--- config.mk ---
export PLATFORM = sky130hd
export DESIGN_NAME = eam_monitor
export DESIGN_NICKNAME = d
export VERILOG_FILES = /design/src/eam_pkg.sv /design/src/eam_monitor.sv
export VERILOG_INCLUDE_DIRS = /design/src /design/src/src
export SDC_FILE = /design/constraint.sdc
export NUM_CORES = 1
export LEC_CHECK = 0
export BUFFER_PORTS_ARGS = -buffer_cell sky130_fd_sc_hd__buf_2
export CELL_PAD_IN_SITES_DETAIL_PLACEMENT = 0
export CELL_PAD_IN_SITES_GLOBAL_PLACEMENT = 1
export CORE_MARGIN = 2
export CORE_UTILIZATION = 47
export CTS_BUF_LIST = sky130_fd_sc_hd__clkbuf_8 sky130_fd_sc_hd__clkbuf_16
export CTS_CLUSTER_SIZE = 12
export DETAILED_ROUTE_END_ITERATION = 6
export PLACE_DENSITY_LB_ADDON = 0.1
export SYNTH_ARGS = -nofsm -noshare
export SYNTH_HDL_FRONTEND = slang
export SYNTH_SLANG_ARGS = --single-unit
--- constraint.sdc ---
create_clock -name clk_in -period 12.23 [get_ports clk_in]
set_clock_uncertainty 0.05 [all_clocks]
set_input_delay 2.446 -clock clk_in [delete_from_list [all_inputs] [get_ports clk_in]]
set_output_delay 2.446 -clock clk_in [all_outputs]
set_load 0.01 [all_outputs]
--- src/eam_defines.svh ---
// Purpose: constants for the e1 alarm and e-bit monitor
// Assumes: byte addresses on a 32-bit register port
// Notes: definitions only
`ifndef EAM_DEFINES_SVH
`define EAM_DEFINES_SVH

// register byte offsets
`define EAM_ADDR_CTRL 8'h00
`define EAM_ADDR_LOS_CFG 8'h04
`define EAM_ADDR_STATUS 8'h08
`define EAM_ADDR_IRQ 8'h0C
`define EAM_ADDR_EBIT_CNT 8'h10
`define EAM_ADDR_SIG_BASE 8'h40
`define EAM_ADDR_SIG_LAST 8'h7C

// control register fields
`define EAM_C_EBP 0
`define EAM_C_AXS 1
`define EAM_C_TX_EBIT_FRAME13 2
`define EAM_C_TX_EBIT_FRAME15 3
`define EAM_C_XAIS 4
`define EAM_C_XRA 5
`define EAM_C_ALM 6
`define EAM_C_AXRA 7
`define EAM_C_DAIS 8
`define EAM_C_MAS 9
`define EAM_C_DCS 10
`define EAM_C_DAF 11
`define EAM_C_RA16 12
`define EAM_C_TSIS 13
`define EAM_CTRL_W 14
`define EAM_CTRL_RST 14'h0000

// loss-of-signal config fields and reset (window 4096, one pulse)
`define EAM_LOSW_LSB 0
`define EAM_LOSW_MSB 11
`define EAM_LOSN_LSB 12
`define EAM_LOSN_MSB 19
`define EAM_LOSW_RST 12'hFFF
`define EAM_LOSN_RST 8'h00
`define EAM_LOSW_MIN 12'h00F

// status register bits
`define EAM_S_AIS 0
`define EAM_S_LOS 1
`define EAM_S_RRA 2
`define EAM_S_AIS16 3
`define EAM_S_LOS16 4
`define EAM_S_RA16 5
`define EAM_S_XLS 6
`define EAM_S_XLO 7
`define EAM_S_SI1 8
`define EAM_S_SI2 9
`define EAM_STAT_W 10

// interrupt flag bits
`define EAM_I_AIS 0
`define EAM_I_LOS 1
`define EAM_I_RA 2
`define EAM_I_RAR 3
`define EAM_I_AIS16 4
`define EAM_I_RA16 5
`define EAM_I_XLSC 6
`define EAM_I_RMB 7
`define EAM_I_XMB 8
`define EAM_IRQ_W 9

// alarm thresholds
`define EAM_AIS_ZEROS 2'h3
`define EAM_TS16_ZEROS 3'h4
`define EAM_TS16_LOS_OCT 5'h10
`define EAM_XLS_PERIODS 2'h3
`define EAM_XLO_ZEROS 6'h20
`define EAM_AIS_PERIOD_NS 250000
`define EAM_CLK_MHZ 125
`endif

--- src/eam_pkg.sv ---
// Purpose: types for the e1 alarm and e-bit monitor
// Assumes: framer supplies one-cycle event strobes
// Notes: events travel as packed structs
package eam_pkg;

  // receive-side events and levels from the framer core
  typedef struct packed {
    logic bit_strobe;    // one received pulse period
    logic bit_one;       // pulse above threshold in that period
    logic frame_lost;    // basic frame alignment lost, level
    logic mframe_lost;   // crc multiframe alignment lost, level
    logic cas_lost;      // cas multiframe alignment lost, level
    logic nfas_strobe;   // time-slot-0 octet without alignment word
    logic nfas_bit3;
    logic smf_strobe;    // crc check of a submultiframe done
    logic smf_second;    // 0 first, 1 second submultiframe
    logic smf_error;
    logic ebit_strobe;   // received e-bit of frame 13 or 15
    logic ebit_value;
    logic ts16_strobe;   // received time-slot-16 octet
    logic [7:0] ts16_data;
    logic mfaw_strobe;   // cas multiframe alignment word seen
    logic mfaw_y;
    logic cas_end;       // end of a cas multiframe
    logic slip;          // receive slip
    logic mf_begin;      // receive multiframe begin
  } eam_rx_ev_t;

  // transmit-side events and levels
  typedef struct packed {
    logic bit_strobe;    // one transmitted pulse period
    logic bit_pulse;     // a pulse was sent
    logic current_high;  // greatly raised line current
    logic limiter_on;    // current limiter active
    logic mf_begin;      // transmit multiframe begin
  } eam_tx_ev_t;

  // automatic reactions toward the rest of the framer
  typedef struct packed {
    logic ebit13;
    logic ebit15;
    logic ebit_transparent;
    logic remote_alarm;
    logic send_all_ones;
    logic slot16_far_alarm;
    logic rx_force_ais;
    logic dco_master;
    logic sig_freeze;
  } eam_ctl_t;

  typedef enum logic {EAM_LOS_CLEAR, EAM_LOS_SET} eam_los_st_t;

endpackage
--- src/eam_monitor.sv ---
// Purpose: e1 receive alarm supervision, e-bit insertion and counting
// Assumes: event strobes are one cycle wide and synchronous to clk_in; loss, current and limiter inputs are levels
// Notes: registers on a plain strobe port, read data one cycle late
// Functional notes
// - frame-13 e-bit carries submultiframe one status, frame-15 carries submultiframe two
// - e-bit is one when submultiframe had no crc error, zero otherwise
// - with multiframe alignment held, standard e-bit handling ignores polarity select
// - auto insertion places received submultiframe status into outgoing e-bits
// - alignment lost: all e-bits sent at the selected polarity
// - 16-bit counter counts received zero e-bits only in multiframe alignment
// - incoming ais shown in status and irq; all-ones sent when enabled
// - los after no pulses in window; clear on enough ones in window
// - select zero: ais on under 3 zeros per 250 us with frame lost
// - select one: ais needs two consecutive periods, clear likewise
// - remote alarm follows bit 3 of non-alignment time-slot-0 octets
// - slot-16 remote alarm follows received y-bit of cas alignment word
// - slot-16 silence after 16 zero octets, cleared by any one
// - slot-16 ais on under 4 zeros two multiframes, off above 3
// - line short after over 3 high-current periods, off when limiter idle
// - zero-run flag after 32 transmitted zeros, cleared by each pulse
// - software sends slot-16 ais or silence via signaling bytes; bit sends far alarm
// - auto remote alarm follows frame alignment loss
// - frame loss forces ais to system side unless disabled
// - slave dco falls back to master on los unless switch disabled
// - signaling buffer freezes on los, cas loss or slip unless disabled
`timescale 1ns/1ps
`include "eam_defines.svh"

module eam_monitor
  import eam_pkg::*;
#(
  parameter int AIS_PERIOD_CYCLES = `EAM_AIS_PERIOD_NS * `EAM_CLK_MHZ / 1000,
  parameter int EBIT_CNT_W = 16
) (
  input wire logic clk_in,
  input wire logic reset_in,
  input wire logic [7:0] reg_addr_in,
  input wire logic [31:0] reg_wdata_in,
  input wire logic reg_wr_in,
  input wire logic reg_rd_in,
  output logic [31:0] reg_rdata_out,
  input wire eam_rx_ev_t rx_ev_in,
  input wire eam_tx_ev_t tx_ev_in,
  output eam_ctl_t ctl_out,
  output logic [127:0] tx_signaling_regs_out,
  output logic ais_state_flag_out,
  output logic signal_lost_flag_out
);

  localparam int PW = $clog2(AIS_PERIOD_CYCLES);

  logic [`EAM_CTRL_W-1:0] ctrl;
  logic [11:0] los_window;
  logic [7:0] los_ones_need;
  logic [`EAM_STAT_W-1:0] status;
  logic [`EAM_IRQ_W-1:0] irq;
  logic [`EAM_IRQ_W-1:0] irq_set;
  logic [EBIT_CNT_W-1:0] ebit_zero_counter;
  logic [7:0] sig_reg [16];
  logic rx_submf1_err_flag;
  logic rx_submf2_err_flag;
  eam_los_st_t los_state;
  logic [12:0] los_period_cnt;
  logic [8:0] los_ones_cnt;
  logic [PW-1:0] ais_timer;
  logic [1:0] ais_zeros;
  logic ais_prev_low;
  logic ais_prev_high;
  logic ais_state_flag;
  logic remote_alarm_flag;
  logic slot16_far_alarm_flag;
  logic slot16_silence_flag;
  logic slot16_all_ones_flag;
  logic [4:0] ts16_zero_octets;
  logic [2:0] ts16_zero_bits;
  logic ts16_prev_low;
  logic tx_line_short_flag;
  logic [1:0] xls_cnt;
  logic tx_zero_run_flag;
  logic [5:0] xlo_cnt;
  logic slip_hold;
  logic wr_ctrl;
  logic wr_irq;
  logic rd_ebit;
  logic ais_period_end;
  logic ais_low;
  logic [3:0] ts16_zeros_now;
  logic [2:0] next_ts16_bits;
  logic next_ais;

  assign wr_ctrl = reg_wr_in && (reg_addr_in == `EAM_ADDR_CTRL);
  assign wr_irq = reg_wr_in && (reg_addr_in == `EAM_ADDR_IRQ);
  assign rd_ebit = reg_rd_in && (reg_addr_in == `EAM_ADDR_EBIT_CNT);

  // control and los config registers
  always_ff @(posedge clk_in) begin
    if (reset_in) begin
      ctrl <= `EAM_CTRL_RST;
      los_window <= `EAM_LOSW_RST;
      los_ones_need <= `EAM_LOSN_RST;
    end else if (wr_ctrl) begin
      ctrl <= reg_wdata_in[`EAM_CTRL_W-1:0];
    end else if (reg_wr_in && reg_addr_in == `EAM_ADDR_LOS_CFG) begin
      // windows shorter than 16 periods are raised to the minimum
      los_window <= (reg_wdata_in[`EAM_LOSW_MSB:`EAM_LOSW_LSB] < `EAM_LOSW_MIN) ?
                    `EAM_LOSW_MIN : reg_wdata_in[`EAM_LOSW_MSB:`EAM_LOSW_LSB];
      los_ones_need <= reg_wdata_in[`EAM_LOSN_MSB:`EAM_LOSN_LSB];
    end
  end

  // sixteen transmit signaling bytes, one word each
  genvar g;
  generate
    for (g = 0; g < 16; g++) begin : g_sig
      always_ff @(posedge clk_in) begin
        if (reset_in) begin
          sig_reg[g] <= 8'h00;
        end else if (reg_wr_in && reg_addr_in == `EAM_ADDR_SIG_BASE + 8'(g * 4)) begin
          sig_reg[g] <= reg_wdata_in[7:0];
        end
      end
      assign tx_signaling_regs_out[g*8 +: 8] = sig_reg[g];
    end
  endgenerate

  // received submultiframe crc status, one means errored
  always_ff @(posedge clk_in) begin
    if (reset_in) begin
      rx_submf1_err_flag <= 1'b0;
      rx_submf2_err_flag <= 1'b0;
    end else if (rx_ev_in.smf_strobe) begin
      if (rx_ev_in.smf_second) begin
        rx_submf2_err_flag <= rx_ev_in.smf_error;
      end else begin
        rx_submf1_err_flag <= rx_ev_in.smf_error;
      end
    end
  end

  // e-bit zero counter; saturates, clears on read but a same-cycle count survives
  always_ff @(posedge clk_in) begin
    if (reset_in) begin
      ebit_zero_counter <= '0;
    end else begin
      if (rx_ev_in.ebit_strobe && !rx_ev_in.ebit_value && !rx_ev_in.mframe_lost) begin
        if (rd_ebit) begin
          ebit_zero_counter <= EBIT_CNT_W'(1);
        end else if (ebit_zero_counter != '1) begin
          ebit_zero_counter <= ebit_zero_counter + EBIT_CNT_W'(1);
        end
      end else if (rd_ebit) begin
        ebit_zero_counter <= '0;
      end
    end
  end

  // loss of signal: zero run in a window sets, enough ones in a window clears
  always_ff @(posedge clk_in) begin
    if (reset_in) begin
      los_state <= EAM_LOS_CLEAR;
      los_period_cnt <= '0;
      los_ones_cnt <= '0;
    end else if (rx_ev_in.bit_strobe) begin
      unique case (los_state)
        EAM_LOS_CLEAR: begin
          los_ones_cnt <= '0;
          if (rx_ev_in.bit_one) begin
            los_period_cnt <= '0;
          end else if (los_period_cnt == {1'b0, los_window}) begin
            los_state <= EAM_LOS_SET;
            los_period_cnt <= '0;
          end else begin
            los_period_cnt <= los_period_cnt + 13'h0001;
          end
        end
        EAM_LOS_SET: begin
          if (rx_ev_in.bit_one && los_ones_cnt == {1'b0, los_ones_need}) begin
            los_state <= EAM_LOS_CLEAR;
            los_period_cnt <= '0;
            los_ones_cnt <= '0;
          end else if (los_period_cnt == {1'b0, los_window}) begin
            // window over without enough ones: start a fresh one
            los_period_cnt <= '0;
            los_ones_cnt <= '0;
          end else begin
            los_period_cnt <= los_period_cnt + 13'h0001;
            los_ones_cnt <= los_ones_cnt + {8'h00, rx_ev_in.bit_one};
          end
        end
      endcase
    end
  end

  // 250 us observation periods for ais, zeros saturate at the threshold
  assign ais_period_end = (ais_timer == PW'(AIS_PERIOD_CYCLES - 1));
  assign ais_low = (ais_zeros < `EAM_AIS_ZEROS);

  always_comb begin
    next_ais = ais_state_flag;
    if (!ctrl[`EAM_C_ALM]) begin
      if (ais_low && rx_ev_in.frame_lost) begin
        next_ais = 1'b1;
      end else if (!ais_low) begin
        next_ais = 1'b0;
      end
    end else begin
      if (ais_low && ais_prev_low) begin
        next_ais = 1'b1;
      end else if (!ais_low && ais_prev_high) begin
        next_ais = 1'b0;
      end
    end
  end

  always_ff @(posedge clk_in) begin
    if (reset_in) begin
      ais_timer <= '0;
      ais_zeros <= '0;
      ais_prev_low <= 1'b0;
      ais_prev_high <= 1'b0;
      ais_state_flag <= 1'b0;
    end else if (ais_period_end) begin
      ais_timer <= '0;
      ais_zeros <= '0;
      ais_prev_low <= ais_low;
      ais_prev_high <= !ais_low;
      ais_state_flag <= next_ais;
    end else begin
      ais_timer <= ais_timer + PW'(1);
      if (rx_ev_in.bit_strobe && !rx_ev_in.bit_one && ais_zeros != `EAM_AIS_ZEROS) begin
        ais_zeros <= ais_zeros + 2'h1;
      end
    end
  end

  // remote alarms from time slot 0 and the cas alignment word
  always_ff @(posedge clk_in) begin
    if (reset_in) begin
      remote_alarm_flag <= 1'b0;
      slot16_far_alarm_flag <= 1'b0;
    end else begin
      if (rx_ev_in.nfas_strobe) begin
        remote_alarm_flag <= rx_ev_in.nfas_bit3;
      end
      if (rx_ev_in.mfaw_strobe) begin
        slot16_far_alarm_flag <= rx_ev_in.mfaw_y;
      end
    end
  end

  // time-slot-16 silence and all-ones supervision
  always_comb begin
    ts16_zeros_now = 4'h0;
    for (int i = 0; i < 8; i++) begin
      ts16_zeros_now = ts16_zeros_now + {3'h0, !rx_ev_in.ts16_data[i]};
    end
    next_ts16_bits = ts16_zero_bits;
    if (rx_ev_in.ts16_strobe) begin
      // count saturates at the threshold, the exact figure is not needed
      if ({1'b0, ts16_zero_bits} + ts16_zeros_now >= {1'b0, `EAM_TS16_ZEROS}) begin
        next_ts16_bits = `EAM_TS16_ZEROS;
      end else begin
        next_ts16_bits = ts16_zero_bits + ts16_zeros_now[2:0];
      end
    end
  end

  always_ff @(posedge clk_in) begin
    if (reset_in) begin
      slot16_silence_flag <= 1'b0;
      ts16_zero_octets <= '0;
      ts16_zero_bits <= '0;
      ts16_prev_low <= 1'b0;
      slot16_all_ones_flag <= 1'b0;
    end else begin
      if (rx_ev_in.ts16_strobe) begin
        if (rx_ev_in.ts16_data != 8'h00) begin
          ts16_zero_octets <= '0;
          slot16_silence_flag <= 1'b0;
        end else if (ts16_zero_octets == `EAM_TS16_LOS_OCT - 5'h01) begin
          ts16_zero_octets <= `EAM_TS16_LOS_OCT;
          slot16_silence_flag <= 1'b1;
        end else if (ts16_zero_octets != `EAM_TS16_LOS_OCT) begin
          ts16_zero_octets <= ts16_zero_octets + 5'h01;
        end
      end
      if (rx_ev_in.cas_end) begin
        ts16_zero_bits <= '0;
        ts16_prev_low <= (next_ts16_bits < `EAM_TS16_ZEROS);
        if (next_ts16_bits < `EAM_TS16_ZEROS && ts16_prev_low) begin
          slot16_all_ones_flag <= 1'b1;
        end else if (next_ts16_bits >= `EAM_TS16_ZEROS) begin
          slot16_all_ones_flag <= 1'b0;
        end
      end else begin
        ts16_zero_bits <= next_ts16_bits;
      end
    end
  end

  // transmit line short and zero-run supervision
  always_ff @(posedge clk_in) begin
    if (reset_in) begin
      tx_line_short_flag <= 1'b0;
      xls_cnt <= '0;
      tx_zero_run_flag <= 1'b0;
      xlo_cnt <= '0;
    end else begin
      if (!tx_ev_in.limiter_on) begin
        tx_line_short_flag <= 1'b0;
        xls_cnt <= '0;
      end else if (tx_ev_in.bit_strobe) begin
        if (!tx_ev_in.current_high) begin
          xls_cnt <= '0;
        end else if (xls_cnt == `EAM_XLS_PERIODS) begin
          tx_line_short_flag <= 1'b1;
        end else begin
          xls_cnt <= xls_cnt + 2'h1;
        end
      end
      if (tx_ev_in.bit_strobe) begin
        if (tx_ev_in.bit_pulse) begin
          xlo_cnt <= '0;
          tx_zero_run_flag <= 1'b0;
        end else if (xlo_cnt == `EAM_XLO_ZEROS - 6'h01) begin
          tx_zero_run_flag <= 1'b1;
          xlo_cnt <= `EAM_XLO_ZEROS - 6'h01;
        end else begin
          xlo_cnt <= xlo_cnt + 6'h01;
        end
      end
    end
  end

  // status mirror, one cycle behind the alarm state
  always_ff @(posedge clk_in) begin
    if (reset_in) begin
      status <= '0;
    end else begin
      status[`EAM_S_AIS] <= ais_state_flag;
      status[`EAM_S_LOS] <= (los_state == EAM_LOS_SET);
      status[`EAM_S_RRA] <= remote_alarm_flag;
      status[`EAM_S_AIS16] <= slot16_all_ones_flag;
      status[`EAM_S_LOS16] <= slot16_silence_flag;
      status[`EAM_S_RA16] <= slot16_far_alarm_flag;
      status[`EAM_S_XLS] <= tx_line_short_flag;
      status[`EAM_S_XLO] <= tx_zero_run_flag;
      status[`EAM_S_SI1] <= rx_submf1_err_flag;
      status[`EAM_S_SI2] <= rx_submf2_err_flag;
    end
  end

  // interrupt events: transitions between alarm state and its mirror, plus receive and transmit multiframe begins
  always_comb begin
    irq_set = '0;
    irq_set[`EAM_I_AIS] = ais_state_flag ^ status[`EAM_S_AIS];
    irq_set[`EAM_I_LOS] = (los_state == EAM_LOS_SET) ^ status[`EAM_S_LOS];
    irq_set[`EAM_I_RA] = remote_alarm_flag && !status[`EAM_S_RRA];
    irq_set[`EAM_I_RAR] = !remote_alarm_flag && status[`EAM_S_RRA];
    irq_set[`EAM_I_AIS16] = slot16_all_ones_flag ^ status[`EAM_S_AIS16];
    irq_set[`EAM_I_RA16] = slot16_far_alarm_flag ^ status[`EAM_S_RA16];
    irq_set[`EAM_I_XLSC] = (tx_line_short_flag ^ status[`EAM_S_XLS]) ||
                           (tx_zero_run_flag ^ status[`EAM_S_XLO]);
    irq_set[`EAM_I_RMB] = rx_ev_in.mf_begin;
    irq_set[`EAM_I_XMB] = tx_ev_in.mf_begin;
  end

  // sticky flags, write one to clear, a new event wins over the clear
  always_ff @(posedge clk_in) begin
    if (reset_in) begin
      irq <= '0;
    end else if (wr_irq) begin
      irq <= (irq & ~reg_wdata_in[`EAM_IRQ_W-1:0]) | irq_set;
    end else begin
      irq <= irq | irq_set;
    end
  end

  // slip keeps the signaling freeze until the next cas multiframe ends
  always_ff @(posedge clk_in) begin
    if (reset_in) begin
      slip_hold <= 1'b0;
    end else if (rx_ev_in.slip) begin
      slip_hold <= 1'b1;
    end else if (rx_ev_in.cas_end) begin
      slip_hold <= 1'b0;
    end
  end

  // automatic reactions, all registered
  always_ff @(posedge clk_in) begin
    if (reset_in) begin
      ctl_out <= '0;
      ais_state_flag_out <= 1'b0;
      signal_lost_flag_out <= 1'b0;
    end else begin
      if (rx_ev_in.frame_lost || rx_ev_in.mframe_lost) begin
        ctl_out.ebit13 <= ctrl[`EAM_C_EBP];
        ctl_out.ebit15 <= ctrl[`EAM_C_EBP];
      end else if (ctrl[`EAM_C_AXS]) begin
        // polarity select plays no part here
        ctl_out.ebit13 <= !rx_submf1_err_flag;
        ctl_out.ebit15 <= !rx_submf2_err_flag;
      end else begin
        ctl_out.ebit13 <= ctrl[`EAM_C_TX_EBIT_FRAME13];
        ctl_out.ebit15 <= ctrl[`EAM_C_TX_EBIT_FRAME15];
      end
      ctl_out.ebit_transparent <= ctrl[`EAM_C_TSIS];
      ctl_out.remote_alarm <= ctrl[`EAM_C_AXRA] ? rx_ev_in.frame_lost :
                              ctrl[`EAM_C_XRA];
      ctl_out.send_all_ones <= ctrl[`EAM_C_XAIS];
      ctl_out.slot16_far_alarm <= ctrl[`EAM_C_RA16];
      ctl_out.rx_force_ais <= rx_ev_in.frame_lost && !ctrl[`EAM_C_DAIS];
      ctl_out.dco_master <= ctrl[`EAM_C_MAS] ||
                            ((los_state == EAM_LOS_SET) && !ctrl[`EAM_C_DCS]);
      ctl_out.sig_freeze <= !ctrl[`EAM_C_DAF] && ((los_state == EAM_LOS_SET) ||
                            rx_ev_in.cas_lost || rx_ev_in.slip || slip_hold);
      ais_state_flag_out <= ais_state_flag;
      signal_lost_flag_out <= (los_state == EAM_LOS_SET);
    end
  end

  // read port: data only in the cycle after the strobe, unmapped reads zero
  always_ff @(posedge clk_in) begin
    if (reset_in || !reg_rd_in) begin
      reg_rdata_out <= 32'h0000_0000;
    end else if (reg_addr_in >= `EAM_ADDR_SIG_BASE && reg_addr_in <= `EAM_ADDR_SIG_LAST &&
                 reg_addr_in[1:0] == 2'h0) begin
      reg_rdata_out <= {24'h000000, sig_reg[reg_addr_in[5:2]]};
    end else begin
      unique case (reg_addr_in)
        `EAM_ADDR_CTRL: reg_rdata_out <= 32'(ctrl);
        `EAM_ADDR_LOS_CFG: reg_rdata_out <= {12'h000, los_ones_need, los_window};
        `EAM_ADDR_STATUS: reg_rdata_out <= 32'(status);
        `EAM_ADDR_IRQ: reg_rdata_out <= 32'(irq);
        `EAM_ADDR_EBIT_CNT: reg_rdata_out <= 32'(ebit_zero_counter);
        default: reg_rdata_out <= 32'h0000_0000;
      endcase
    end
  end

endmodule

# Word level (Yosys, flattened, before mapping)
# Memories as Yosys holds them, arrays and structs flattened.
# Cells that the tools add are included.
# Widths: inputs -> output; s select.
totals:
  reg_bits: 169
  latch_bits: 0
  mem_bits_rw: 128
  rom_bits: 0
  in_bits: 75
  output_inout_bits: 171
  elab_cells: 326
  n_memories: 1
op_classes:
  n_addsub: 17
  mul: 0
  div: 0
  magnitude_cmp: 7
  n_eq_ne: 32
  shift: 0
  muxes: 110
  bitwise_logic: 30
  reduce_logical: 88
memory_table:
  columns: ["memory", "words", "word_bits", "rd", "rd_ports_with_merged_regs", "write_ports", "line_no", "rtl"]
  rows:
  - ["sig_reg", 16, 8, 17, 0, 16, "eam_monitor.sv:59", "logic [7:0] sig_reg [16];"]
ops:
  columns: ["cell", "n"]
  rows:
  - ["$mux 8", 17]
  - ["$eq 8x7->1 const B", 16]
  - ["$pmux 20 s5", 1]
  - ["$mux 1", 67]
  - ["$mux 16", 4]
  - ["$mux 13", 3]
  - ["$logic_and 1x1->1", 36]
  - ["$mux 9", 3]
  - ["$pmux 13 s2", 1]
  - ["$logic_not 1->1", 20]
  - ["$or 9x9->9", 2]
  - ["$pmux 9 s2", 1]
  - ["$reduce_and 2->1", 9]
  - ["$add 16x1->16 const B", 1]
  - ["$add 4x1->4", 4]
  - ["$eq 8x4->1 const B", 2]
  - ["$ne 16x16->1 const B", 1]
  - ["$or 1x1->1", 16]
  - ["$add 15x1->15 const B", 1]
  - ["$eq 15x15->1 const B", 1]
  - ["$mux 5", 3]
  - ["$add 13x1->13 const B", 1]
  - ["$eq 13x12->1", 1]
  - ["$lt 12x4->1 const B", 1]
  - ["other kinds (42)", 72]

# Logic depth before layout (Yosys ltp)
# Gate-level depths: netlist of run 1.
logic_depth:
  depth_word: 16
  ltp_mapped: 13
  depth_no_buf: 13

# Least setup slack after synthesis of run 1
# No wires, ideal clock.
synth_timing:
  path_kind: "input -> register"
  from: "in rx_ev_in[5] in the netlist's numbering"
  to: "reg slot16_all_ones_flag"
  setup_time_ns: 0.086
  arrival_time_ns: 5.762
  required_ns: 12.094
  setup_slack_ns: 6.332
  stages: 12
  n_path_buf: 0
  cell_sequence: "fa_1 > inv_1 > fa_1 > fa_1 > ha_1 > fa_1 > inv_1 > fa_1 > nand2b_1 > o22ai_1 > o21ai_0 > a211oi_1"
synth_between:
  elab_chain_len: 16
  word_cells_on_any_way: 19
  cone_classes: "9 x add/sub; 3 x order compare; 3 x mux; 4 x reduce/logical"
synth_lines:
  columns: ["element", "line_no", "rtl"]
  rows:
  - ["start: declaration", "eam_monitor.sv:42", "input wire eam_rx_ev_t rx_ev_in,"]
  - ["$logic_not 1->1 *", "eam_monitor.sv:255", "ts16_zeros_now = ts16_zeros_now + {3'h0, !rx_ev_in.ts16_data[i]};"]
  - ["$add 1x1->2 *", "eam_monitor.sv:255", null]
  - ["$add 2x1->3 *", "eam_monitor.sv:255", null]
  - ["$add 3x1->4 *", "eam_monitor.sv:255", null]
  - ["$add 4x1->4 * (4 in a row)", "eam_monitor.sv:255", null]
  - ["$add 3x4->4", "eam_monitor.sv:260", "if ({1'b0, ts16_zero_bits} + ts16_zeros_now >= {1'b0, `EAM_TS16_ZEROS}) begin"]
  - ["$ge 4x3->1", "eam_monitor.sv:260", null]
  - ["$mux 3 *", "eam_monitor.sv:260", null]
  - ["$mux 3 *", "eam_monitor.sv:258", "if (rx_ev_in.ts16_strobe) begin"]
  - ["$lt 3x3->1 (no source line)", null, null]
  - ["$logic_and 1x1->1", "eam_monitor.sv:290", "if (next_ts16_bits < `EAM_TS16_ZEROS && ts16_prev_low) begin"]
  - ["$reduce_bool 2->1 (no source line)", null, null]
  - ["$reduce_and 2->1 (no source line)", null, null]
  - ["end signal: assignment", "eam_monitor.sv:274", "slot16_all_ones_flag <= 1'b0;"]
  - ["end signal: assignment", "eam_monitor.sv:291", "slot16_all_ones_flag <= 1'b1;"]
  - ["end signal: assignment", "eam_monitor.sv:293", "slot16_all_ones_flag <= 1'b0;"]
  - ["end: declaration", "eam_monitor.sv:73", "logic slot16_all_ones_flag;"]
# Mark *: on every way between the ends. The rest lies on a longest branch, timed or not.
# A chain may end at the register's enable or synchronous reset.

# Worst setup path in the final report of run 1
# Same ends and word-level chain as after synthesis.

==> results.yml, run 1 <==
power:
  ir_worst_vdd_uv: 98.70
  power_mw: 2.223
  p_per_area_mw_per_mm2: 139.1
  power.leakage_nw: 6.231
cts:
  cts_buffers: 34
  clkTransAtPathRegs_ns: 0.06
  cts_tree: "built"
  cts_setup_buffers: 0
  root_buffer: "clkbuf_16"
  cts_sinks: 295
  cts.hold.buffers_added: 0
  ctsResizeCount: 0
  cts_buffer_depth: 3
  clk_latency_ns: 0.51
  htreeDepth: 2
critical_path:
  cpPeakStageDelay_ns: 0.53
  cp.arrival_ns: 6.12
  crit_fanout: 4
  worst-setup-path-type: "in2reg"
  slowest_stage: "fa_1"
  cp-start-kind: "input port"
  r2r.worst_path.cells: 6
  cpMostUsedCell: "fa_1"
  critPathCaptureType: "flop"
  crit_chain: "buf_2 -> fa_1 -> inv_1 -> fa_1 -> fa_1 -> ha_1 -> fa_1 -> ha_1 -> a211oi_1 -> xor2_1 -> o22ai_1 -> o21ai_0 -> a211oi_1"
  crit_required_ns: 12.60
sta:
  maxSlewViolCount: 0
  finalHoldViolCount: 0
  rsz0062_at_grt: "no"
  slew_headroom: 0.3128
  fin_ws_ns: 6.480
  fin_crit_sh: 0.4702
  setup_tns_ns: 0
  worst_slew_pin_slew_ns: 1.017
  finalSetupViolCount: 0
  holdWs_ns: 0.4027
  fmax_mhz: 173.9
  post-route-min-period_ns: 5.750
finish:
  antennaDiodeCount: 0
  fin_util: 0.5568
  area_delta_synth_final_pct: 16.41
  drive_gt1_frac: 0.2146
  largest_reg_flops: 128
  nets: 1538
floorplanning:
  pin_count: 246
  initial_core_util: 0.4783
  rows: 62
  die_area_mm2: 0.03060
  die_h_um: 174.9
  core-area_mm2: 0.02870
  die_w_um: 174.9
yosys:
  synth.distinct_cells: 70
  synth_edf_count: 128
  yosysWarningCount: 0
  syn_area_per_cell_um2: 10.95
  synth_seq_cells: 295
  synth_cells: 1254
  netlist_area_mm2: 0.01373
  postSynth.asyncResetShare: 0
  ys.flop_type: "dfxtp_1"
  ys_seq_area_frac: 0.5235
drt:
  postRouteAntennaNets: 0
  dr_total_vias: 10230
  routed_wl_um: 39360
  wire_per_inst_um: 21.31
  dr.pass1.iters: 5
  remaining_drc_errors: 0
  drt_iter0_markers: 820
  via_per_inst: 5.536
global_route:
  grt_pass1_wl_um: 59270
  antenna_found_initial: 3
  grt_pass1_vias: 9809
  grt_usage: 0.2558
  grt_max_degree: 76
  gr-total-overflow: 0
placement:
  place.gp.congestion: 0.8388
  port_buffers: 221
  place_ws_ns: 5.968
  dpl.hpwl_um: 27720
run:
  drv_cap: 0
min_path:
  min_path_cells: 1
  holdCritPathClass: "reg2reg"
run_status:
  status: "finished clean"
[metrics by stage]
step,cells,instance area (um^2)
5_1_grt,1847,15980
6_report,1847,15980
4_1_cts,1847,15980
3_5_place_dp,1787,14940
2_1_floorplan,1265,13770
3_3_place_gp,1787,14940
[report_power, final]
group / internal, mW / switching (mW) / total (mW)
registers: 1.06 / 0.0216 / 1.08
clock network: 0.554 / 0.398 / 0.952
logic: 0.0750 / 0.116 / 0.191
[final timing paths]
path                          end  slack [ns]                  from
max          slot16_all_ones_flag        6.48           rx_ev_in[5]
max reg2reg  ebit_zero_counter[3]        9.81  ebit_zero_counter[0]
min reg2reg            ctl_out[2]        0.40               ctrl[8]
min                    ctl_out[2]        0.40               ctrl[8]
[cell usage after synthesis, types with 14 or more instances]
cell type | number | area share
nor2_1 | 95 | 0.026
nor2b_1 | 18 | 0.0082
nand4_1 | 15 | 0.0068
xnor2_1 | 21 | 0.013
edfxtp_1 | 128 | 0.28
buf_2 | 15 | 0.0055
o21bai_1 | 18 | 0.0098
clkbuf_1 | 42 | 0.011
a222oi_1 | 14 | 0.010
buf_4 | 17 | 0.0093
and2_1 | 131 | 0.060
inv_1 | 33 | 0.0090
nand2_1 | 102 | 0.028
nor3_1 | 24 | 0.0087
nand3_1 | 50 | 0.018
a21oi_1 | 66 | 0.024
xor2_1 | 38 | 0.024
mux4_1 | 21 | 0.040
ha_1 | 19 | 0.017
mux4_2 | 19 | 0.031
dfxtp_1 | 167 | 0.24
and3_1 | 19 | 0.0087
[cell families (layout without fill, tap and decap cells)]
kind of cell / count (synthesis) / after routing / share of synthesized area
compound gates: 185 / 185 / 0.09241
xor+xnor: 59 / 59 / 0.03764
fa+ha+maj: 24 / 24 / 0.02461
buf+inv: 121 / 319 / 0.04256
flops: 295 / 295 / 0.5235
mux: 52 / 52 / 0.08011
other cells: 1 / 12 / 0.0002731
simple gates: 517 / 517 / 0.1989
[cell usage in the layout, fill, tap and decap left out, types with 7 or more instances in the layout]
master,n
o21ai_0,12
clkbuf_16,37
a31o_1,8
mux4_2,19
nand2_1,102
nor2_1,94
o21bai_1,18
nor4_1,7
and2_1,131
conb_1,12
a222oi_1,14
a21oi_1,66
mux4_1,21
inv_1,42
nand3_1,50
and3_1,19
nor3_1,24
a31oi_1,7
nor3b_1,8
buf_2,220
nand4_1,15
xor2_1,38
mux2i_1,12
ha_1,19
dfxtp_1,167
a21o_1,8
nor2b_1,18
edfxtp_1,128
xnor2_1,21
nand2b_1,10
a22oi_1,12
a211oi_1,9
[final cells by class]
type,instances,area [um^2]
multi-input combinational,849,6002
clock buffer,39,953.4
tap,384,480.5
sequential,295,7187
timing repair buffer,226,1146
fill,2535,12720
inverter,33,123.9
clock inverter,21,90.09
[layer usage]
| layer | part of all wire | global-route usage | vias to the layer above |
|---|---|---|---|
| li1 | - | - | 4863 |
| met1 | 0.43 | 0.3437 | 4929 |
| met2 | 0.47 | 0.4132 | 355 |
| met3 | 0.073 | 0.05701 | 74 |
| met4 | 0.030 | 0.08229 | 4 |
| met5 | 0.00061 | 0 | - |
[critical path, delay by kind of cell]
kind	cells	cell delay, ns
XOR/XNOR	1	0.11
buffers and inverters	2	0.17
adder cells (fa/ha/maj)	6	2.45
AO/OA/AOI/OAI	4	0.95
Power figures use the tool's default switching activity.
==> inputs of run 2 (changes only) <==
--- a/config.mk
+++ b/config.mk
@@ -6,11 +6,12 @@
 export SDC_FILE = /design/constraint.sdc
 export NUM_CORES = 1
 export LEC_CHECK = 0
+export ABC_AREA = 1
 export BUFFER_PORTS_ARGS = -buffer_cell sky130_fd_sc_hd__buf_2
 export CELL_PAD_IN_SITES_DETAIL_PLACEMENT = 0
 export CELL_PAD_IN_SITES_GLOBAL_PLACEMENT = 1
 export CORE_MARGIN = 2
-export CORE_UTILIZATION = 47
+export CORE_UTILIZATION = 38
 export CTS_BUF_LIST = sky130_fd_sc_hd__clkbuf_8 sky130_fd_sc_hd__clkbuf_16
 export CTS_CLUSTER_SIZE = 12
 export DETAILED_ROUTE_END_ITERATION = 6
==> constraint.sdc (replaced) <==
create_clock -name clk_in -period 5.1 [get_ports clk_in]
set_clock_uncertainty 0.05 [all_clocks]
set_input_delay 1.02 -clock clk_in [delete_from_list [all_inputs] [get_ports clk_in]]
set_output_delay 1.02 -clock clk_in [all_outputs]
set_load 0.01 [all_outputs]
==> run 2 against run 1 <==
First-iteration DRC count rose by 25%; design area rose by 2.7%; clock power rose to 2.6 times the previous value; sequential power rose by 140%; die area rose by 24%; critical endpoint is now ts16_prev_low; register-to-register slack got worse by 7.0 ns; largest power group unchanged; critical path depth rose by 2; final cell count rose by 28%; total power rose by 150%; synthesized cell count rose by 33%; global-route usage fell by 2.1 points.
==> results.yml, run 2 <==
run_status:
  status: "finished clean"
critical_path:
  crit_required_ns: 5.49
  cp-start-kind: "input port"
  rr_startpoint: "ebit_zero_counter[0]"
  critPathCaptureType: "flop"
  crit_fanout: 3
  cp.arrival_ns: 4.62
  worst-setup-path-type: "in2reg"
  critPathLaunch: "rx_ev_in[5]"
yosys:
  synth_area_leaders: "edfxtp_1, dfxtp_1, nand2_1"
  synth_top_cell_area_share: 0.2783
  postSynth.asyncResetShare: 0
  yosys.area.top_type: "edfxtp_1"
  ys.flop_type: "dfxtp_1"
  synth.distinct_cells: 49
  yosysWarningCount: 0
  ys_seq_area_frac: 0.5203
  synth_common_cells: "nand2_1, nor2_1, inv_1"
  syn_area_per_cell_um2: 8.305
  netlist_area_mm2: 0.01381
  synth_most_common_cell: "nand2_1"
  synth_edf_count: 128
  synth_cells: 1663
  synth_seq_cells: 295
global_route:
  grt_usage: 0.2349
  grt_pass1_wl_um: 68140
  antenna_found_initial: 1
  grt_pass1_vias: 11370
  grt_max_degree: 74
  gr-total-overflow: 0
sta:
  finalHoldViolCount: 0
  fin_ws_ns: 0.8754
  fmax_mhz: 236.7
  finalSetupViolCount: 0
  slew_headroom: 0.2484
  setup_tns_ns: 0
  worst_slew_pin_slew_ns: 1.127
  post-route-min-period_ns: 4.225
  fin_crit_sh: 0.8284
  maxSlewViolCount: 0
  rsz0062_at_grt: "no"
cts:
  htreeDepth: 2
  cts_buffer_depth: 3
  cts.hold.buffers_added: 0
  cts_setup_buffers: 0
  cts_tree: "built"
  cts_sinks: 295
  cts_buffers: 35
  root_buffer: "clkbuf_16"
  clk_latency_ns: 0.51
  ctsResizeCount: 0
  clkTransAtPathRegs_ns: 0.06
drt:
  via_per_inst: 5.199
  dr.pass1.iters: 5
  routed_wl_um: 45560
  wire_per_inst_um: 19.33
  postRouteAntennaNets: 0
  dr_total_vias: 12250
  remaining_drc_errors: 0
  drt_iter0_markers: 1025
floorplanning:
  die_area_mm2: 0.03789
  die_h_um: 194.7
  initial_core_util: 0.3874
  core-area_mm2: 0.03566
  pin_count: 246
  die_w_um: 194.7
  rows: 69
run:
  drv_cap: 0
finish:
  area_delta_synth_final_pct: 18.83
  drive_gt1_frac: 0.1631
  final_cell_mix: "nand2_1, nor2_1, buf_2"
  largest_reg_flops: 128
  nets: 1971
  fin_util: 0.4603
  final_common_cell: "nand2_1"
  finalNonFillerCells: 2357
placement:
  port_buffers: 221
  place_ws_ns: 0.3390
  place_inst: 2296
  place.gp.congestion: 0.8749
  dpl.hpwl_um: 33270
min_path:
  hold_start: "slot16_silence_flag"
  holdCritPathClass: "reg2reg"
power:
  power.leakage_nw: 7.003
  p_per_area_mw_per_mm2: 338.1
  ir_worst_vdd_uv: 192.1
  power_mw: 5.549
-- run 2: cell count changes after synthesis, moves of 17 or more --
cell	change
o21ai_0	+67
nand4_1	+18
nor2b_1	-18
nand3_1	+28
o21bai_1	-17
and2_1	-131
a22oi_1	+52
inv_1	+143
mux4_1	-21
and3_1	-19
mux4_2	-19
nor2_1	+149
a21oi_1	+37
nand2_1	+247
-- run 2: path summary, 6_finish.rpt --
check | to | slack, ns | cells past startpoint
worst max-delay path | ts16_prev_low | 0.88 | 15
worst min-delay path | status[4] | 0.39 | 2
worst max register to register | ebit_zero_counter[2] | 2.85 | 11
worst min register to register | status[4] | 0.39 | 2
-- run 2: cells by family (layout without fill, tap and decap cells) --
family                     after synthesis  count (layout)  synth area share
AOI/OAI and AO/OA                      292             292            0.1248
xor gates and xnor gates                36              36           0.02283
adders and majority gates               24              24           0.02446
buffers and inverters                  257             478           0.07582
DFF                                    295             295            0.5203
other                                    1              13         0.0002715
and+or+nand+nor                        758             758            0.2315
-- run 2: layer usage --
| metal | track usage | vias to the layer above | wire, um | part of all wire |
|---|---|---|---|---|
| li1 | - | 5934 | - | - |
| met1 | 0.3324 | 5822 | 20850 | 0.46 |
| met2 | 0.3716 | 431 | 20410 | 0.45 |
| met3 | 0.04112 | 66 | 3274 | 0.072 |
| met4 | 0.06154 | 0 | 1020 | 0.022 |
| met5 | 0 | - | 0 | 0 |
-- run 2: cell type report --
cell class	count	area, um^2
sequential	295	7187
clock buffer	41	980.9
multi-input combinational	1122	5628
clock inverter	19	158.9
timing repair buffer	230	1174
tap	461	576.8
antenna	1	2.502
inverter	188	705.7
fill	3587	19240
-- run 2: report_power, final --
group	total (mW)	internal, mW	switching (mW)	leakage (nW)
logic	0.468	0.147	0.321	3.85
registers	2.59	2.54	0.0534	2.57
clock network	2.49	1.51	0.979	0.590
total	5.55	4.20	1.35	7.00
-- run 2: stage by stage --
step	hold WS, ns	instance area [um^2]
finish	0.3896	16410
floorplan	0.3600	13850
global route	0.4213	16410
CTS	0.3946	16410
detailed placement	0.3858	15270
global placement	0.3812	15270
-- run 2: critical path: stages --
cell	delay [ns]
buf_2	0.11
fa_1	0.53
inv_1	0.05
fa_1	0.53
fa_1	0.42
ha_1	0.22
fa_1	0.52
inv_1	0.06
fa_1	0.41
xnor2_1	0.14
nor2_1	0.13
nand3_1	0.16
o211ai_1	0.14
nand2_1	0.07
nor2_1	0.10
==> inputs of run 3 (changes only) <==
--- a/config.mk
+++ b/config.mk
@@ -11,7 +11,7 @@
 export CELL_PAD_IN_SITES_DETAIL_PLACEMENT = 0
 export CELL_PAD_IN_SITES_GLOBAL_PLACEMENT = 1
 export CORE_MARGIN = 2
-export CORE_UTILIZATION = 38
+export CORE_UTILIZATION = 42
 export CTS_BUF_LIST = sky130_fd_sc_hd__clkbuf_8 sky130_fd_sc_hd__clkbuf_16
 export CTS_CLUSTER_SIZE = 12
 export DETAILED_ROUTE_END_ITERATION = 6
==> constraint.sdc (replaced) <==
create_clock -name clk_in -period 4.2 [get_ports clk_in]
set_clock_uncertainty 0.05 [all_clocks]
set_input_delay 0.84 -clock clk_in [delete_from_list [all_inputs] [get_ports clk_in]]
set_output_delay 0.84 -clock clk_in [all_outputs]
set_load 0.01 [all_outputs]
==> run 3 against run 2 <==
Total power increased by 21%; non-clock buffer count increased by 8; design area increased by 0.15%; sequential share of layout area decreased by 0.063 points; count of clock-buffer cells in the layout decreased by 2; utilization increased by 4.6 points; die area decreased by 9.3%; critical endpoint is now slot16_all_ones_flag; largest power group unchanged.
==> results.yml, run 3 (same netlist as run 2, synthesis figures left out) <==
global_route:
  grt_pass1_vias: 11210
  grt_max_degree: 74
  grt_usage: 0.2465
  gr-total-overflow: 0
  grt_pass1_wl_um: 64740
  antenna_found_initial: 3
floorplanning:
  die_area_mm2: 0.03435
  die_h_um: 185.3
  rows: 66
  core-area_mm2: 0.03245
  pin_count: 246
  die_w_um: 185.3
  initial_core_util: 0.4256
cts:
  clkTransAtPathRegs_ns: 0.06
  htreeDepth: 2
  clk_latency_ns: 0.51
  cts_buffers: 34
  cts_sinks: 295
  cts.hold.buffers_added: 0
  cts_tree: "built"
  cts_buffer_depth: 3
  root_buffer: "clkbuf_16"
finish:
  final_common_cell: "nand2_1"
  postLayoutCellArea_mm2: 0.01644
  nets: 1978
  fillers: 3198
  area_delta_synth_final_pct: 19.01
  largest_reg_flops: 128
  fin_util: 0.5065
  drive_gt1_frac: 0.1658
  final_cell_mix: "nand2_1, nor2_1, buf_2"
sta:
  fin_crit_sh: 0.9466
  finalSetupViolCount: 0
  holdWs_ns: 0.4062
  finalHoldViolCount: 0
  slew_headroom: 0.3370
  worst_slew_pin_slew_ns: 0.9934
  rsz0062_at_grt: "no"
  maxSlewViolCount: 0
  post-route-min-period_ns: 3.976
  fmax_mhz: 251.5
placement:
  placed_area_mm2: 0.01528
  place.gp.congestion: 0.8271
  dpl.hpwl_um: 31170
  port_buffers: 221
power:
  power_mw: 6.730
  power.leakage_nw: 7.025
  ir_worst_vdd_uv: 224.4
  p_per_area_mw_per_mm2: 409.4
run:
  drv_cap: 0
critical_path:
  r2r_slack_ns: 1.95
  cp-start-kind: "input port"
  crit_required_ns: 4.60
  worst-setup-path-type: "in2reg"
  rr_startpoint: "ebit_zero_counter[0]"
  crit_fanout: 3
  r2r-end: "ebit_zero_counter[2]"
  r2r.worst_path.cells: 11
  cp.arrival_ns: 4.38
  critPathCaptureType: "flop"
min_path:
  holdCritPathClass: "reg2reg"
  hold_start: "ctrl[8]"
  min_path_cells: 1
  holdPathEnd: "ctl_out[2]"
drt:
  dr.pass1.iters: 5
  via_per_inst: 5.178
  postRouteAntennaNets: 0
  routed_wl_um: 42690
  dr_total_vias: 12130
  drt_iter0_markers: 917
  wire_per_inst_um: 18.22
  remaining_drc_errors: 0
run_status:
  status: "finished clean"
[run 3: cell count changes in the layout (fill, tap and decap cells not counted), moves of 2 or more]
cell,change
buf_4,+8
clkbuf_8,-2
clkinv_1,+2
inv_1,-3
[run 3: final cells by class]
cell class	count	area, um^2	share of cell area
diodes	1	2.502	0.0001522
clock buffers	39	953.4	0.05800
clock inverters	18	177.7	0.01081
inverters	188	705.7	0.04293
multi-input cells	1122	5624	0.3422
flip-flops and latches	295	7187	0.4372
well taps	442	553.0	0.03365
repair buffers	238	1234	0.07506
[run 3: worst max path at each step]
stage	startpoint	end	slack (ns)
after floorplan	rx_ev_in[5]	ts16_prev_low	0.003
after global placement	rx_ev_in[5]	ts16_prev_low	-0.26
after detailed placement	rx_ev_in[5]	ts16_prev_low	-0.34
after CTS	rx_ev_in[5]	ts16_prev_low	0.19
after global routing	rx_ev_in[5]	ts16_prev_low	0.002
final	rx_ev_in[5]	slot16_all_ones_flag	0.22
[run 3: routing by layer]
layer	share of wire	GRT usage	up-vias
li1	-	-	5948
met1	0.46	0.3486	5715
met2	0.45	0.3924	396
met3	0.066	0.03519	68
met4	0.024	0.07175	4
met5	0.00056	0	-
[run 3: repair_timing]
| item | in CTS | in global routing |
|---|---|---|
| buffers inserted | 0 | 2 |
| hold endpoints to repair | 0 | 0 |
| gates resized for setup | 0 | 2 |
| endpoints found under the setup margin | 0 | 1 |
[run 3: metrics by stage]
| step | cells | TNS (ns) | worst slack, ns |
|---|---|---|---|
| global route | 2342 | 0 | 0.002486 |
| finish | 2343 | 0 | 0.2241 |
| floorplan | 1674 | 0 | 0.002667 |
| global placement | 2283 | -0.9978 | -0.2613 |
| CTS | 2340 | 0 | 0.1930 |
| detailed placement | 2283 | -1.369 | -0.3388 |
[run 3: worst max-delay path: stages]
cell and delay (ns):
buf_2 0.11, fa_1 0.53, inv_1 0.05, fa_1 0.46, fa_1 0.47, ha_2 0.20
fa_1 0.53, inv_1 0.06, fa_2 0.35, xnor2_1 0.13, nor2_1 0.14, nand3_1 0.13
o211ai_1 0.14, buf_4 0.14, nand2_1 0.04, inv_1 0.04
[run 3: where the power goes]
| part | switching, mW | internal [mW] | leakage [nW] |
|---|---|---|---|
| clock | 1.16 | 1.85 | 0.577 |
| combinational | 0.381 | 0.192 | 3.88 |
| sequential | 0.0608 | 3.08 | 2.57 |
